$ cat config.mk
export PLATFORM = sky130hd
export DESIGN_NAME = alert_cause_status_register
export DESIGN_NICKNAME = d
export VERILOG_FILES = /design/src/rtl/alert_cause_pkg.sv /design/src/rtl/alert_cause_status_register.sv /design/src/rtl/cause_flag_bit.sv
export SDC_FILE = /design/constraint.sdc
export NUM_CORES = 1
export LEC_CHECK = 0
export BUFFER_PORTS_ARGS = -buffer_cell sky130_fd_sc_hd__buf_2
export CORE_MARGIN = 5
export CORE_UTILIZATION = 46
export CTS_CLUSTER_SIZE = 16
export DETAILED_ROUTE_END_ITERATION = 6
export PLACE_DENSITY = 0.78
export SKIP_CTS_REPAIR_TIMING = 1
export SYNTH_ARGS = -nofsm -noshare
export SYNTH_HDL_FRONTEND = slang
export SYNTH_SLANG_ARGS = --single-unit
export TNS_END_PERCENT = 30
$ cat constraint.sdc
create_clock -name clk_sys -period 1.59 [get_ports clk_sys]
set_input_delay 0.159 -clock clk_sys [delete_from_list [all_inputs] [get_ports clk_sys]]
set_output_delay 0.159 -clock clk_sys [all_outputs]
set_load 0.01 [all_outputs]
$ cat src/rtl/alert_cause_pkg.sv
// Package: offsets, field layout and constants of the alert cause register
package alert_cause_pkg;
	localparam int          NUM_CH          = 4;
	localparam int          REG_W           = 24;
	localparam logic [7:0]  ALERT_CAUSE_ADR = 8'h26;
	localparam logic [23:0] ALERT_CAUSE_RST = 24'h000000;
	localparam int          OC_LSB          = 20;
	localparam int          UC_LSB          = 16;
	localparam int          OV_LSB          = 12;
	localparam int          UV_LSB          = 8;
	localparam int          OP_LSB          = 4;
	localparam int          ACC_BIT         = 3;
	localparam int          CNT_BIT         = 2;
	localparam int          NUM_SRC         = 22;
	localparam logic [1:0]  UNIMP_VAL       = 2'h0;

	// Per-channel comparator results plus accumulator and counter full, index 0 is channel 1
	typedef struct packed {
		logic [3:0] over_current;
		logic [3:0] under_current;
		logic [3:0] over_voltage;
		logic [3:0] under_voltage;
		logic [3:0] over_power;
		logic       accum_full;
		logic       count_full;
	} cause_s;

	typedef enum logic [1:0] {
		ST_IDLE    = 2'b00,
		ST_ARMED   = 2'b01
	} clr_state_e;
endpackage

$ cat src/rtl/alert_cause_status_register.sv
// Alert cause status register: sticky flags, clear after read plus conversion
module alert_cause_status_register #(
	parameter int NUM_CH = alert_cause_pkg::NUM_CH
) (
	input  wire logic                  clk_sys,
	input  wire logic                  rstn,
	input  wire logic                  conv_done,
	input  wire alert_cause_pkg::cause_s cause,
	input  wire alert_cause_pkg::cause_s cause_enable,
	input  wire logic                  reg_rd,
	input  wire logic [7:0]            reg_addr,
	output logic [23:0]                reg_rdata,
	output logic                       reg_rvalid,
	output logic                       alert
);
	// ----------------------------------------
	// Elaboration check
	// ----------------------------------------
	if (NUM_CH != alert_cause_pkg::NUM_CH) begin : g_bad_ch
		$error("channel count must be four");
	end
	if ($bits(alert_cause_pkg::cause_s) != alert_cause_pkg::NUM_SRC) begin : g_bad_src
		$error("source count does not match the cause record");
	end
	if (alert_cause_pkg::OC_LSB + NUM_CH != alert_cause_pkg::REG_W) begin : g_bad_top
		$error("overcurrent field must end at the top bit");
	end
	if (alert_cause_pkg::UC_LSB + NUM_CH != alert_cause_pkg::OC_LSB) begin : g_bad_uc
		$error("undercurrent field must sit below overcurrent");
	end
	if (alert_cause_pkg::OV_LSB + NUM_CH != alert_cause_pkg::UC_LSB) begin : g_bad_ov
		$error("overvoltage field must sit below undercurrent");
	end
	if (alert_cause_pkg::UV_LSB + NUM_CH != alert_cause_pkg::OV_LSB) begin : g_bad_uv
		$error("undervoltage field must sit below overvoltage");
	end
	if (alert_cause_pkg::OP_LSB + NUM_CH != alert_cause_pkg::UV_LSB) begin : g_bad_op
		$error("overpower field must sit below undervoltage");
	end
	if (alert_cause_pkg::ACC_BIT <= alert_cause_pkg::CNT_BIT ||
		alert_cause_pkg::ACC_BIT >= alert_cause_pkg::OP_LSB) begin : g_bad_acc
		$error("accumulator flags must sit between overpower and the unused bits");
	end
	if ($bits(alert_cause_pkg::UNIMP_VAL) != alert_cause_pkg::CNT_BIT) begin : g_bad_unimp
		$error("unused field must fill the bits below the count flag");
	end

	// ----------------------------------------
	// Source mapping into register layout
	// ----------------------------------------
	localparam int SRC_LSB = alert_cause_pkg::CNT_BIT;

	// Register bit of a channel flag, index 0 is channel 1
	function automatic int field_bit(input int lsb, input int idx);
		return lsb + NUM_CH - 1 - idx;
	endfunction

	function automatic logic [23:0] pack_cause(input alert_cause_pkg::cause_s c);
		logic [23:0] v;
		v = alert_cause_pkg::ALERT_CAUSE_RST;
		for (int i = 0; i < NUM_CH; i++) begin
			v[field_bit(alert_cause_pkg::OC_LSB, i)] = c.over_current[i];
			v[field_bit(alert_cause_pkg::UC_LSB, i)] = c.under_current[i];
			v[field_bit(alert_cause_pkg::OV_LSB, i)] = c.over_voltage[i];
			v[field_bit(alert_cause_pkg::UV_LSB, i)] = c.under_voltage[i];
			v[field_bit(alert_cause_pkg::OP_LSB, i)] = c.over_power[i];
		end
		v[alert_cause_pkg::ACC_BIT] = c.accum_full;
		v[alert_cause_pkg::CNT_BIT] = c.count_full;
		return v;
	endfunction

	logic [23:0] cond_vec;
	logic [23:0] en_vec;
	logic [23:0] flag_vec;
	logic        hit_rd;

	assign cond_vec = pack_cause(cause);
	assign en_vec   = pack_cause(cause_enable);
	assign hit_rd   = reg_rd && (reg_addr == alert_cause_pkg::ALERT_CAUSE_ADR);

	// ----------------------------------------
	// Read-arm tracking
	// ----------------------------------------
	alert_cause_pkg::clr_state_e clr_state_ff;
	alert_cause_pkg::clr_state_e nxt_clr_state;

	always_comb begin
		nxt_clr_state = clr_state_ff;
		case (clr_state_ff)
			alert_cause_pkg::ST_IDLE: begin
				// Any read, with or without conv_done, arms for the next conversion
				if (hit_rd)
					nxt_clr_state = alert_cause_pkg::ST_ARMED;
			end
			alert_cause_pkg::ST_ARMED: begin
				// Read during the clearing conversion re-arms for the next one
				if (conv_done && !hit_rd)
					nxt_clr_state = alert_cause_pkg::ST_IDLE;
			end
			default: nxt_clr_state = alert_cause_pkg::ST_IDLE;
		endcase
	end

	always_ff @(posedge clk_sys) begin
		if (!rstn)
			clr_state_ff <= alert_cause_pkg::ST_IDLE;
		else
			clr_state_ff <= nxt_clr_state;
	end

	// ----------------------------------------
	// Flag array
	// ----------------------------------------
	assign flag_vec[SRC_LSB-1:0] = alert_cause_pkg::UNIMP_VAL;

	for (genvar b = SRC_LSB; b < alert_cause_pkg::REG_W; b++) begin : g_flag
		cause_flag_bit u_flag (
			.clk_sys     (clk_sys),
			.rstn        (rstn),
			.conv_done   (conv_done),
			.cond        (cond_vec[b]),
			.enable      (en_vec[b]),
			.clear_armed (clr_state_ff == alert_cause_pkg::ST_ARMED),
			.flag        (flag_vec[b])
		);
	end

	// ----------------------------------------
	// Named flag views
	// ----------------------------------------
	logic        ch1_over_current_flag;
	logic        ch2_over_current_flag;
	logic        ch3_over_current_flag;
	logic        ch4_over_current_flag;
	logic        ch1_under_current_flag;
	logic        ch2_under_current_flag;
	logic        ch3_under_current_flag;
	logic        ch4_under_current_flag;
	logic        ch1_over_voltage_flag;
	logic        ch2_over_voltage_flag;
	logic        ch3_over_voltage_flag;
	logic        ch4_over_voltage_flag;
	logic        ch1_under_voltage_flag;
	logic        ch2_under_voltage_flag;
	logic        ch3_under_voltage_flag;
	logic        ch4_under_voltage_flag;
	logic        ch1_over_power_flag;
	logic        ch2_over_power_flag;
	logic        ch3_over_power_flag;
	logic        ch4_over_power_flag;
	logic        accumulator_full_flag;
	logic        sample_counter_full_flag;
	logic [23:0] read_word;

	assign ch1_over_current_flag    = flag_vec[field_bit(alert_cause_pkg::OC_LSB, 0)];
	assign ch2_over_current_flag    = flag_vec[field_bit(alert_cause_pkg::OC_LSB, 1)];
	assign ch3_over_current_flag    = flag_vec[field_bit(alert_cause_pkg::OC_LSB, 2)];
	assign ch4_over_current_flag    = flag_vec[field_bit(alert_cause_pkg::OC_LSB, 3)];
	assign ch1_under_current_flag   = flag_vec[field_bit(alert_cause_pkg::UC_LSB, 0)];
	assign ch2_under_current_flag   = flag_vec[field_bit(alert_cause_pkg::UC_LSB, 1)];
	assign ch3_under_current_flag   = flag_vec[field_bit(alert_cause_pkg::UC_LSB, 2)];
	assign ch4_under_current_flag   = flag_vec[field_bit(alert_cause_pkg::UC_LSB, 3)];
	assign ch1_over_voltage_flag    = flag_vec[field_bit(alert_cause_pkg::OV_LSB, 0)];
	assign ch2_over_voltage_flag    = flag_vec[field_bit(alert_cause_pkg::OV_LSB, 1)];
	assign ch3_over_voltage_flag    = flag_vec[field_bit(alert_cause_pkg::OV_LSB, 2)];
	assign ch4_over_voltage_flag    = flag_vec[field_bit(alert_cause_pkg::OV_LSB, 3)];
	assign ch1_under_voltage_flag   = flag_vec[field_bit(alert_cause_pkg::UV_LSB, 0)];
	assign ch2_under_voltage_flag   = flag_vec[field_bit(alert_cause_pkg::UV_LSB, 1)];
	assign ch3_under_voltage_flag   = flag_vec[field_bit(alert_cause_pkg::UV_LSB, 2)];
	assign ch4_under_voltage_flag   = flag_vec[field_bit(alert_cause_pkg::UV_LSB, 3)];
	assign ch1_over_power_flag      = flag_vec[field_bit(alert_cause_pkg::OP_LSB, 0)];
	assign ch2_over_power_flag      = flag_vec[field_bit(alert_cause_pkg::OP_LSB, 1)];
	assign ch3_over_power_flag      = flag_vec[field_bit(alert_cause_pkg::OP_LSB, 2)];
	assign ch4_over_power_flag      = flag_vec[field_bit(alert_cause_pkg::OP_LSB, 3)];
	assign accumulator_full_flag    = flag_vec[alert_cause_pkg::ACC_BIT];
	assign sample_counter_full_flag = flag_vec[alert_cause_pkg::CNT_BIT];

	// Read word in register order, channel 1 highest in each field
	assign read_word = {
		ch1_over_current_flag,
		ch2_over_current_flag,
		ch3_over_current_flag,
		ch4_over_current_flag,
		ch1_under_current_flag,
		ch2_under_current_flag,
		ch3_under_current_flag,
		ch4_under_current_flag,
		ch1_over_voltage_flag,
		ch2_over_voltage_flag,
		ch3_over_voltage_flag,
		ch4_over_voltage_flag,
		ch1_under_voltage_flag,
		ch2_under_voltage_flag,
		ch3_under_voltage_flag,
		ch4_under_voltage_flag,
		ch1_over_power_flag,
		ch2_over_power_flag,
		ch3_over_power_flag,
		ch4_over_power_flag,
		accumulator_full_flag,
		sample_counter_full_flag,
		alert_cause_pkg::UNIMP_VAL
	};

	// ----------------------------------------
	// Read port and alert output
	// ----------------------------------------
	always_ff @(posedge clk_sys) begin
		if (!rstn)
			reg_rdata <= alert_cause_pkg::ALERT_CAUSE_RST;
		else if (hit_rd)
			reg_rdata <= read_word;
	end

	always_ff @(posedge clk_sys) begin
		if (!rstn)
			reg_rvalid <= 1'b0;
		else
			reg_rvalid <= hit_rd;
	end

	always_ff @(posedge clk_sys) begin
		if (!rstn)
			alert <= 1'b0;
		else
			alert <= |flag_vec;
	end
endmodule

$ cat src/rtl/cause_flag_bit.sv
// One sticky cause flag with read-armed clear on conversion completion
module cause_flag_bit (
	input  wire logic clk_sys,
	input  wire logic rstn,
	input  wire logic conv_done,
	input  wire logic cond,
	input  wire logic enable,
	input  wire logic clear_armed,
	output logic      flag
);
	logic flag_ff;
	logic nxt_flag;

	always_comb begin
		nxt_flag = flag_ff;
		if (conv_done) begin
			if (enable && cond)
				nxt_flag = 1'b1;
			else if (clear_armed)
				nxt_flag = 1'b0;
		end
	end

	always_ff @(posedge clk_sys) begin
		if (!rstn)
			flag_ff <= 1'b0;
		else
			flag_ff <= nxt_flag;
	end

	assign flag = flag_ff;
endmodule

## After elaboration in Yosys (flattened, before gate mapping)

Cells that the tools add are included.

- Flip-flop bits (word level): 48
- Word-level logic and storage cells: 128
- Bits of input ports: 56
- Output and inout port bits: 26

- Equality and inequality tests: 4
- Reduce and logical (&&, ||, !) cells: 72
- Muxes and demuxes: 26

Operators by type and width:

| operator | count |
|---|---|
| 2-bit AND reduction | 23 |
| 2-bit nonzero test | 22 |
| 1-bit logical AND | 24 |
| 1-bit 2-to-1 mux | 23 |
| 22-bit OR reduction | 1 |
| 8-bit by 6-bit == test with 1-bit output, second input constant | 1 |
| 2-bit 2-to-1 mux | 2 |
| 2-bit inequality test, second input constant | 2 |
| 2-bit one-hot mux with 2 select lines | 1 |
| 2-bit by 1-bit == test with 1-bit output, second input constant | 1 |
| 2-bit zero test | 1 |
| 1-bit zero test | 1 |

## Logic depth before layout (Yosys ltp)

Gate-level depths: netlist of run 1.

- Depth in word-level cells: 6
- Depth in mapped cells: 5
- Depth with buffers taken out: 3

## Modules after synthesis

A second synthesis of run 1 with hierarchy kept.

- Cells, all modules: 225
- Area, all modules: 2109.5 um^2

By module, submodules not included:

| module | area each (um^2) | cells an instance | seq. area each (um^2) | times used |
|---|---|---|---|---|
| alert_cause_status_register | 1063.5 | 115 | 500.5 | 1 |
| cause_flag_bit | 47.5 | 5 | 20.0 | 22 |

## Worst setup path before layout of run 1

No wires, ideal clock.

- Path type: reg-to-reg
- Start point: register g_flag[3].u_flag.flag_ff
- End point: register alert
- Data required time: 1.465 ns
- Path buffers: 0
- Stages on the path, launching flop included: 3
- Period minus slack after synthesis: 1.275 ns
- Setup slack: 0.315 ns
- Library setup time: 0.125 ns
- Arrival time: 1.150 ns
- Path through: dfxtp_1 or4_1 o41a_1

- Word-level cells in the longest chain between the ends: 1

Ends and longest elaborated chain:

| what | line | text |
|---|---|---|
| from (decl) | cause_flag_bit.sv:11 | `logic flag_ff;` |
| from (signal assigned) | cause_flag_bit.sv:28 | `flag_ff <= nxt_flag;` |
| 22-bit OR reduction | alert_cause_status_register.sv:227 | `alert <= \|flag_vec;` |
| to (signal assigned) | alert_cause_status_register.sv:227 |  |
| to (decl) | alert_cause_status_register.sv:14 | `output logic alert` |

Every way passes these cells.
A chain may end at the register's enable or synchronous reset.

## Final worst setup path of run 1

Same ends and word-level chain as after synthesis.

==> out/metrics.cfg, run 1 <==
[route]
number_of_nets_with_antenna_violations_after_routing = 0
dr_total_vias = 1563
drt_drc_violations_left = 0
detail_route.wirelength_um = 4400
detailedRoute.firstPassIterationCount = 4
avgViaCountPerCell = 4.96
drt-wirelength-per-cell_um = 14.0
drt_iter0_drc = 94

[place]
detailedPlacementHpwl_um = 3200
port_buffers = 79
gp_routability_congestion = 0.768

[clock_network]
clock-root-buffer = clkbuf_8
cts_tree = yes
worst_skew_pair.late_latency_ns = 0.29
cts.clk_slew.worst_paths_ns = 0.08
cts_buffers = 5
cts_buffer_depth = 2
h-tree-depth = 2
clkSinkCount = 47

[critical_path]
timing_startpoint_of_the_critical_path = g_flag[3].u_flag.flag
critical_path_sink_type = flip-flop
critical_path_arrival_ns = 1.52
crit_reg_reg_startpoint = g_flag[3].u_flag.flag
timing.critical_path.required_ns = 1.77
criticalPathCategory = flip-flop to flip-flop
worstSetupStartpointType = flip-flop
critPathMaxFanout = 3

[global_routing]
grt_pass1_wl_um = 6900
global_route.overflow_total = 0
pin_count_of_the_biggest_net_entering_global_routing = 70
via_count_of_the_first_global_routing_pass = 1505
antenna_violations_before_repair = 0
grt.total_usage_pct = 16.6

[logic_synthesis]
syn_inst = 189
syn_area_um2 = 1860
ys_top_cells_by_area = dfxtp_1 51%, mux2i_1 12%, a32oi_1 10%
seq_total_area_yosys_pct = 50.7
number_of_warnings_printed_during_yosys_synthesis = 0
synthesized_flop_and_latch_total = 47
syn-mean-instance-area_um2 = 9.82
synth.distinct_cells = 20
synth_top_area_share_pct = 50.7
post_synth_top_area_cell = dfxtp_1

[timing]
timing.fmax_mhz = 748
finalHoldWorstSlack_ns = 0.145
finalSetupViolations = 0
clock_skew_ns = 0.00661
finalHoldViolCount = 0
timing.final.max_slew_violations = 0
period_share_pct = 84.1
finalSetupTns_ns = 0
layout_min_cycle_time_ns = 1.34
grt_setup_unrepaired = false

[final_layout]
antennaDiodeCount = 0
final_net_count = 320
share_of_cells_above_drive_strength_1_pct = 34.0
area.growth.synth_to_final_pct = 27.5
final.fill_count = 368

[run_status]
outcome = completed

[die]
initial_core_util_pct = 47.1
fp.dieArea_um2 = 5410
rows = 23
io-pin-count = 82
floorplan.die.height_um = 73.5
placeableCoreArea_um2 = 3940
dieWidth_um = 73.5

[power_and_ir_drop]
power_density_nw_per_um2 = 889
p_int_w = 0.00162
peakVddDrop_uv = 719
combinationalPowerShare_pct = 9.2
sequential_fraction_of_design_power_pct = 58.6
power.net_switching_w = 0.000481
sw_frac_of_total_pct = 22.9
total_power_w = 0.00210
leakagePower_nw = 0.974
clockPowerShare_pct = 32.2

[worst_hold_path]
holdCritPathClass = input port to flip-flop
hold_path.startpoint = cause[13]

[run]
cap_violations = 0

## area by class of cell
class                           count  area [um^2]  area share, %
Clock inverter                      1         5.00          0.211
Multi-Input combinational cell    126          825           34.8
Timing Repair Buffer               84          458           19.3
Clock buffer                        7         76.3           3.22
Tap cell                           50         62.6           2.64
Sequential cell                    47          941           39.7
## sequential cells by signal, summed over array words and instances (netlist names)
| signal | count |
|---|---|
| alert | 1 |
| clr_state_ff | 1 |
| g_flag.u_flag.flag | 22 |
| reg_rdata | 22 |
| reg_rvalid | 1 |
## metal layers
layer	share of wire (%)	GRT usage [%]	vias to the layer above
met5	0	0	-
met4	0.86	5.43	0
met3	7.4	4.79	4
met2	48	26.2	42
met1	44	21.9	703
li1	-	-	814
## worst paths after layout
| path | cells past startpoint | end | slack (ns) |
|---|---|---|---|
| hold / removal | 3 | g_flag[12].u_flag.flag | 0.14 |
| setup reg to reg | 2 | alert | 0.25 |
| setup / recovery | 2 | alert | 0.25 |
| hold reg to reg | 2 | reg_rdata[12] | 0.45 |
## placed cells by master (no fill, tap or decap), drive strengths merged
master | synthesis | routed
and2 | 1 | 1
nor4bb | 1 | 1
o41a | 1 | 1
or4 | 1 | 1
nor2b | 23 | 23
o21a | 1 | 1
buf | 6 | 84
clkinv | 0 | 1
dfxtp | 47 | 47
a32oi | 22 | 22
and4b | 1 | 1
nand2 | 45 | 45
clkbuf | 11 | 7
nand4 | 1 | 1
nor4 | 4 | 4
mux2i | 22 | 22
conb | 1 | 2
nor3b | 1 | 1
## cell usage after synthesis
| cell | instances |
|---|---|
| or4_1 | 1 |
| nand4_1 | 1 |
| buf_4 | 3 |
| clkbuf_1 | 11 |
| nor4bb_1 | 1 |
| o21a_1 | 1 |
| nand2_1 | 45 |
| a32oi_1 | 22 |
| conb_1 | 1 |
| buf_2 | 1 |
| nor4_1 | 4 |
| and4b_1 | 1 |
| o41a_1 | 1 |
| nor2b_1 | 23 |
| buf_8 | 1 |
| dfxtp_1 | 47 |
| buf_6 | 1 |
| nor3b_1 | 1 |
| and2_1 | 1 |
| mux2i_1 | 22 |
## stage by stage
step | utilization, % | cell area, um^2 | cells | worst slack [ns]
floorplan | - | 1860 | 190 | 0.315
global placement | 58.0 | 2290 | 307 | 0.242
detailed placement | 58.0 | 2290 | 307 | 0.239
CTS | 60.0 | 2370 | 315 | 0.238
global route | 60.0 | 2370 | 315 | 0.188
finish | 60.0 | 2370 | 315 | 0.253
## worst max-delay path: stages, from the launching register on
cell	delay (ns)
dfxtp_1	0.33
or4_1	0.53
o41a_1	0.37
## power by group through the flow
stage | Combinational, W | Clock, W | Sequential (W)
2_1_floorplan | 0.000104 | 0 | 0.00125
3_3_place_gp | 0.000193 | 0 | 0.00126
3_5_place_dp | 0.000194 | 0 | 0.00126
4_1_cts | 0.000195 | 0.000692 | 0.00123
5_1_grt | 0.000215 | 0.000756 | 0.00124
6_report | 0.000193 | 0.000678 | 0.00123
## cell families after synthesis
family,Yosys count,synth area share (%)
simple gates,78,20.8
flops,47,50.7
compound gates,24,11.4
mux,22,11.9
buf+inv,17,5.12
other cells,1,0.202
Power figures use the tool's default switching activity.
==> run 2: changes to the inputs <==
--- a/config.mk
+++ b/config.mk
@@ -7,10 +7,10 @@
 export LEC_CHECK = 0
 export BUFFER_PORTS_ARGS = -buffer_cell sky130_fd_sc_hd__buf_2
 export CORE_MARGIN = 5
-export CORE_UTILIZATION = 46
+export CORE_UTILIZATION = 42
 export CTS_CLUSTER_SIZE = 16
 export DETAILED_ROUTE_END_ITERATION = 6
-export PLACE_DENSITY = 0.78
+export PLACE_DENSITY = 0.75
 export SKIP_CTS_REPAIR_TIMING = 1
 export SYNTH_ARGS = -nofsm -noshare
 export SYNTH_HDL_FRONTEND = slang
==> constraint.sdc (replaced) <==
create_clock -name clk_sys -period 1.2 [get_ports clk_sys]
set_input_delay 0.12 -clock clk_sys [delete_from_list [all_inputs] [get_ports clk_sys]]
set_output_delay 0.12 -clock clk_sys [all_outputs]
set_load 0.01 [all_outputs]
==> out/metrics.cfg, run 2 (same netlist as run 1, synthesis figures left out) <==
[critical_path]
cp_cell_sequence = or4_4 > o41a_1
critical_path_arrival_ns = 1.45
critPathMaxFanout = 2
critical_path_max_stage_delay_ns = 0.52
worstSetupStartpointType = flip-flop
timing.critical_path.required_ns = 1.39
crit_reg_reg_startpoint = g_flag[4].u_flag.flag
timing.reg2reg.worst_path_depth = 2
cp_slowest_cell = or4_4
setup.reg_to_reg.worst_slack_ns = -0.06
criticalPathCategory = flip-flop to flip-flop
critical_path_sink_type = flip-flop
regToRegEndpoint = alert

[die]
rows = 24
fp.dieArea_um2 = 5850
dieWidth_um = 76.5
placeableCoreArea_um2 = 4320
floorplan.die.height_um = 76.5
io-pin-count = 82
initial_core_util_pct = 42.9

[route]
detail_route.wirelength_um = 4810
dr_total_vias = 1692
m1WireLength_um = 2220
wl_met2_um = 2310
topRoutingLayerUsed = met4
drt_drc_violations_left = 0
wire_length_on_met3_um = 233
detailedRoute.firstPassIterationCount = 4
drt-wirelength-per-cell_um = 14.4
avgViaCountPerCell = 5.05
drt_iter0_drc = 105
number_of_nets_with_antenna_violations_after_routing = 0

[place]
post_place_setup_slack_ns = -0.106
port_buffers = 79
dpl.cell_count = 327
gp_routability_congestion = 0.738
detailedPlacementHpwl_um = 3580

[clock_network]
cts_buffer_depth = 2
worst_skew_pair.late_latency_ns = 0.29
cts_buffers = 5
cts.clk_slew.worst_paths_ns = 0.08
clkSinkCount = 47
h-tree-depth = 2
cts_tree = yes
clock-root-buffer = clkbuf_8

[global_routing]
global_route.overflow_total = 0
antenna_violations_before_repair = 0
pin_count_of_the_biggest_net_entering_global_routing = 70
grt_pass1_wl_um = 7690
via_count_of_the_first_global_routing_pass = 1672
grt.total_usage_pct = 16.0

[final_layout]
share_of_cells_above_drive_strength_1_pct = 39.9
layout.core_utilization_pct = 58.5
final.fill_count = 400
final_common_cell = buf_2
final-instance-count-excl-fill = 335
final_net_count = 338
area.growth.synth_to_final_pct = 36.2
commonest_non_fill_non_tap_cells_in_the_layout = 79 x buf_2, 46 x dfxtp_1, 45 x nand2_1
antennaDiodeCount = 0

[timing]
clock_skew_ns = 0.00872
timing.fmax_mhz = 792
layout_min_cycle_time_ns = 1.26
finalWorstSetupSlack_ns = -0.0633
finalSetupViolations = 1
grt_setup_unrepaired = true
timing.final.max_slew_violations = 0
finalHoldViolCount = 0
finalHoldWorstSlack_ns = 0.105
period_share_pct = 105

[power_and_ir_drop]
leakagePower_nw = 1.08
sequential_fraction_of_design_power_pct = 57.3
power.net_switching_w = 0.000657
sw_frac_of_total_pct = 23.0
peakVddDrop_uv = 819
combinationalPowerShare_pct = 11.2
power_density_nw_per_um2 = 1130
p_int_w = 0.00219
total_power_w = 0.00285
clockPowerShare_pct = 31.6

[worst_hold_path]
hold_path.startpoint = cause[16]
worst_hold_path.num_cells = 3
holdPathEnd = g_flag[17].u_flag.flag
holdCritPathClass = input port to flip-flop

[run]
cap_violations = 0

[run_status]
violations = negative setup slack
outcome = complete, but fails checks

==> run 2: cell count changes in the layout (fill, tap and decap cells not counted), sizes merged <==
cell  before  now
buf       84  102
==> run 2: area by class of cell <==
class                           count  area (um^2)  share of cell area, %
Tap cell                           52         65.1                   2.57
Clock buffer                        7         76.3                   3.02
Sequential cell                    47          942                   37.3
Clock inverter                      1         5.00                  0.198
Multi-Input combinational cell    126          847                   33.5
Timing Repair Buffer              102          593                   23.5
==> run 2: stage by stage <==
step	instance area, um^2	TNS [ns]
2_1_floorplan	1860	-0.0171
5_1_grt	2530	-0.0913
4_1_cts	2500	-0.112
3_5_place_dp	2420	-0.550
3_3_place_gp	2420	-0.0618
6_report	2530	-0.0633
==> run 2: worst max-delay path by stage <==
stage                            from     to  slack [ns]  cells past startpoint
2_1_floorplan   g_flag[3].u_flag.flag  alert       -0.02                      2
3_3_place_gp   g_flag[17].u_flag.flag  alert       -0.06                      3
3_5_place_dp   g_flag[17].u_flag.flag  alert       -0.11                      3
4_1_cts        g_flag[17].u_flag.flag  alert       -0.11                      3
5_1_grt        g_flag[16].u_flag.flag  alert       -0.09                      3
6_report        g_flag[4].u_flag.flag  alert       -0.06                      2
==> run 2: power by group through the flow <==
stage,Sequential (W),Clock (W),Combinational (W)
2_1_floorplan,0.00166,0,0.000138
5_1_grt,0.00164,0.000995,0.000350
3_3_place_gp,0.00166,0,0.000305
3_5_place_dp,0.00166,0,0.000308
4_1_cts,0.00163,0.000925,0.000310
6_report,0.00163,0.000900,0.000318
==> run 2: worst max-delay path: cells and delay by family (launching register included) <==
kind / cells / cell delay [ns]
simple gates: 1 / 0.52
flops: 1 / 0.33
compound gates: 1 / 0.31
==> run 2: routing by layer <==
metal	track usage, %	up-vias
li1	-	848
met1	20.8	784
met2	25.9	55
met3	4.61	5
met4	4.20	0
met5	0	-
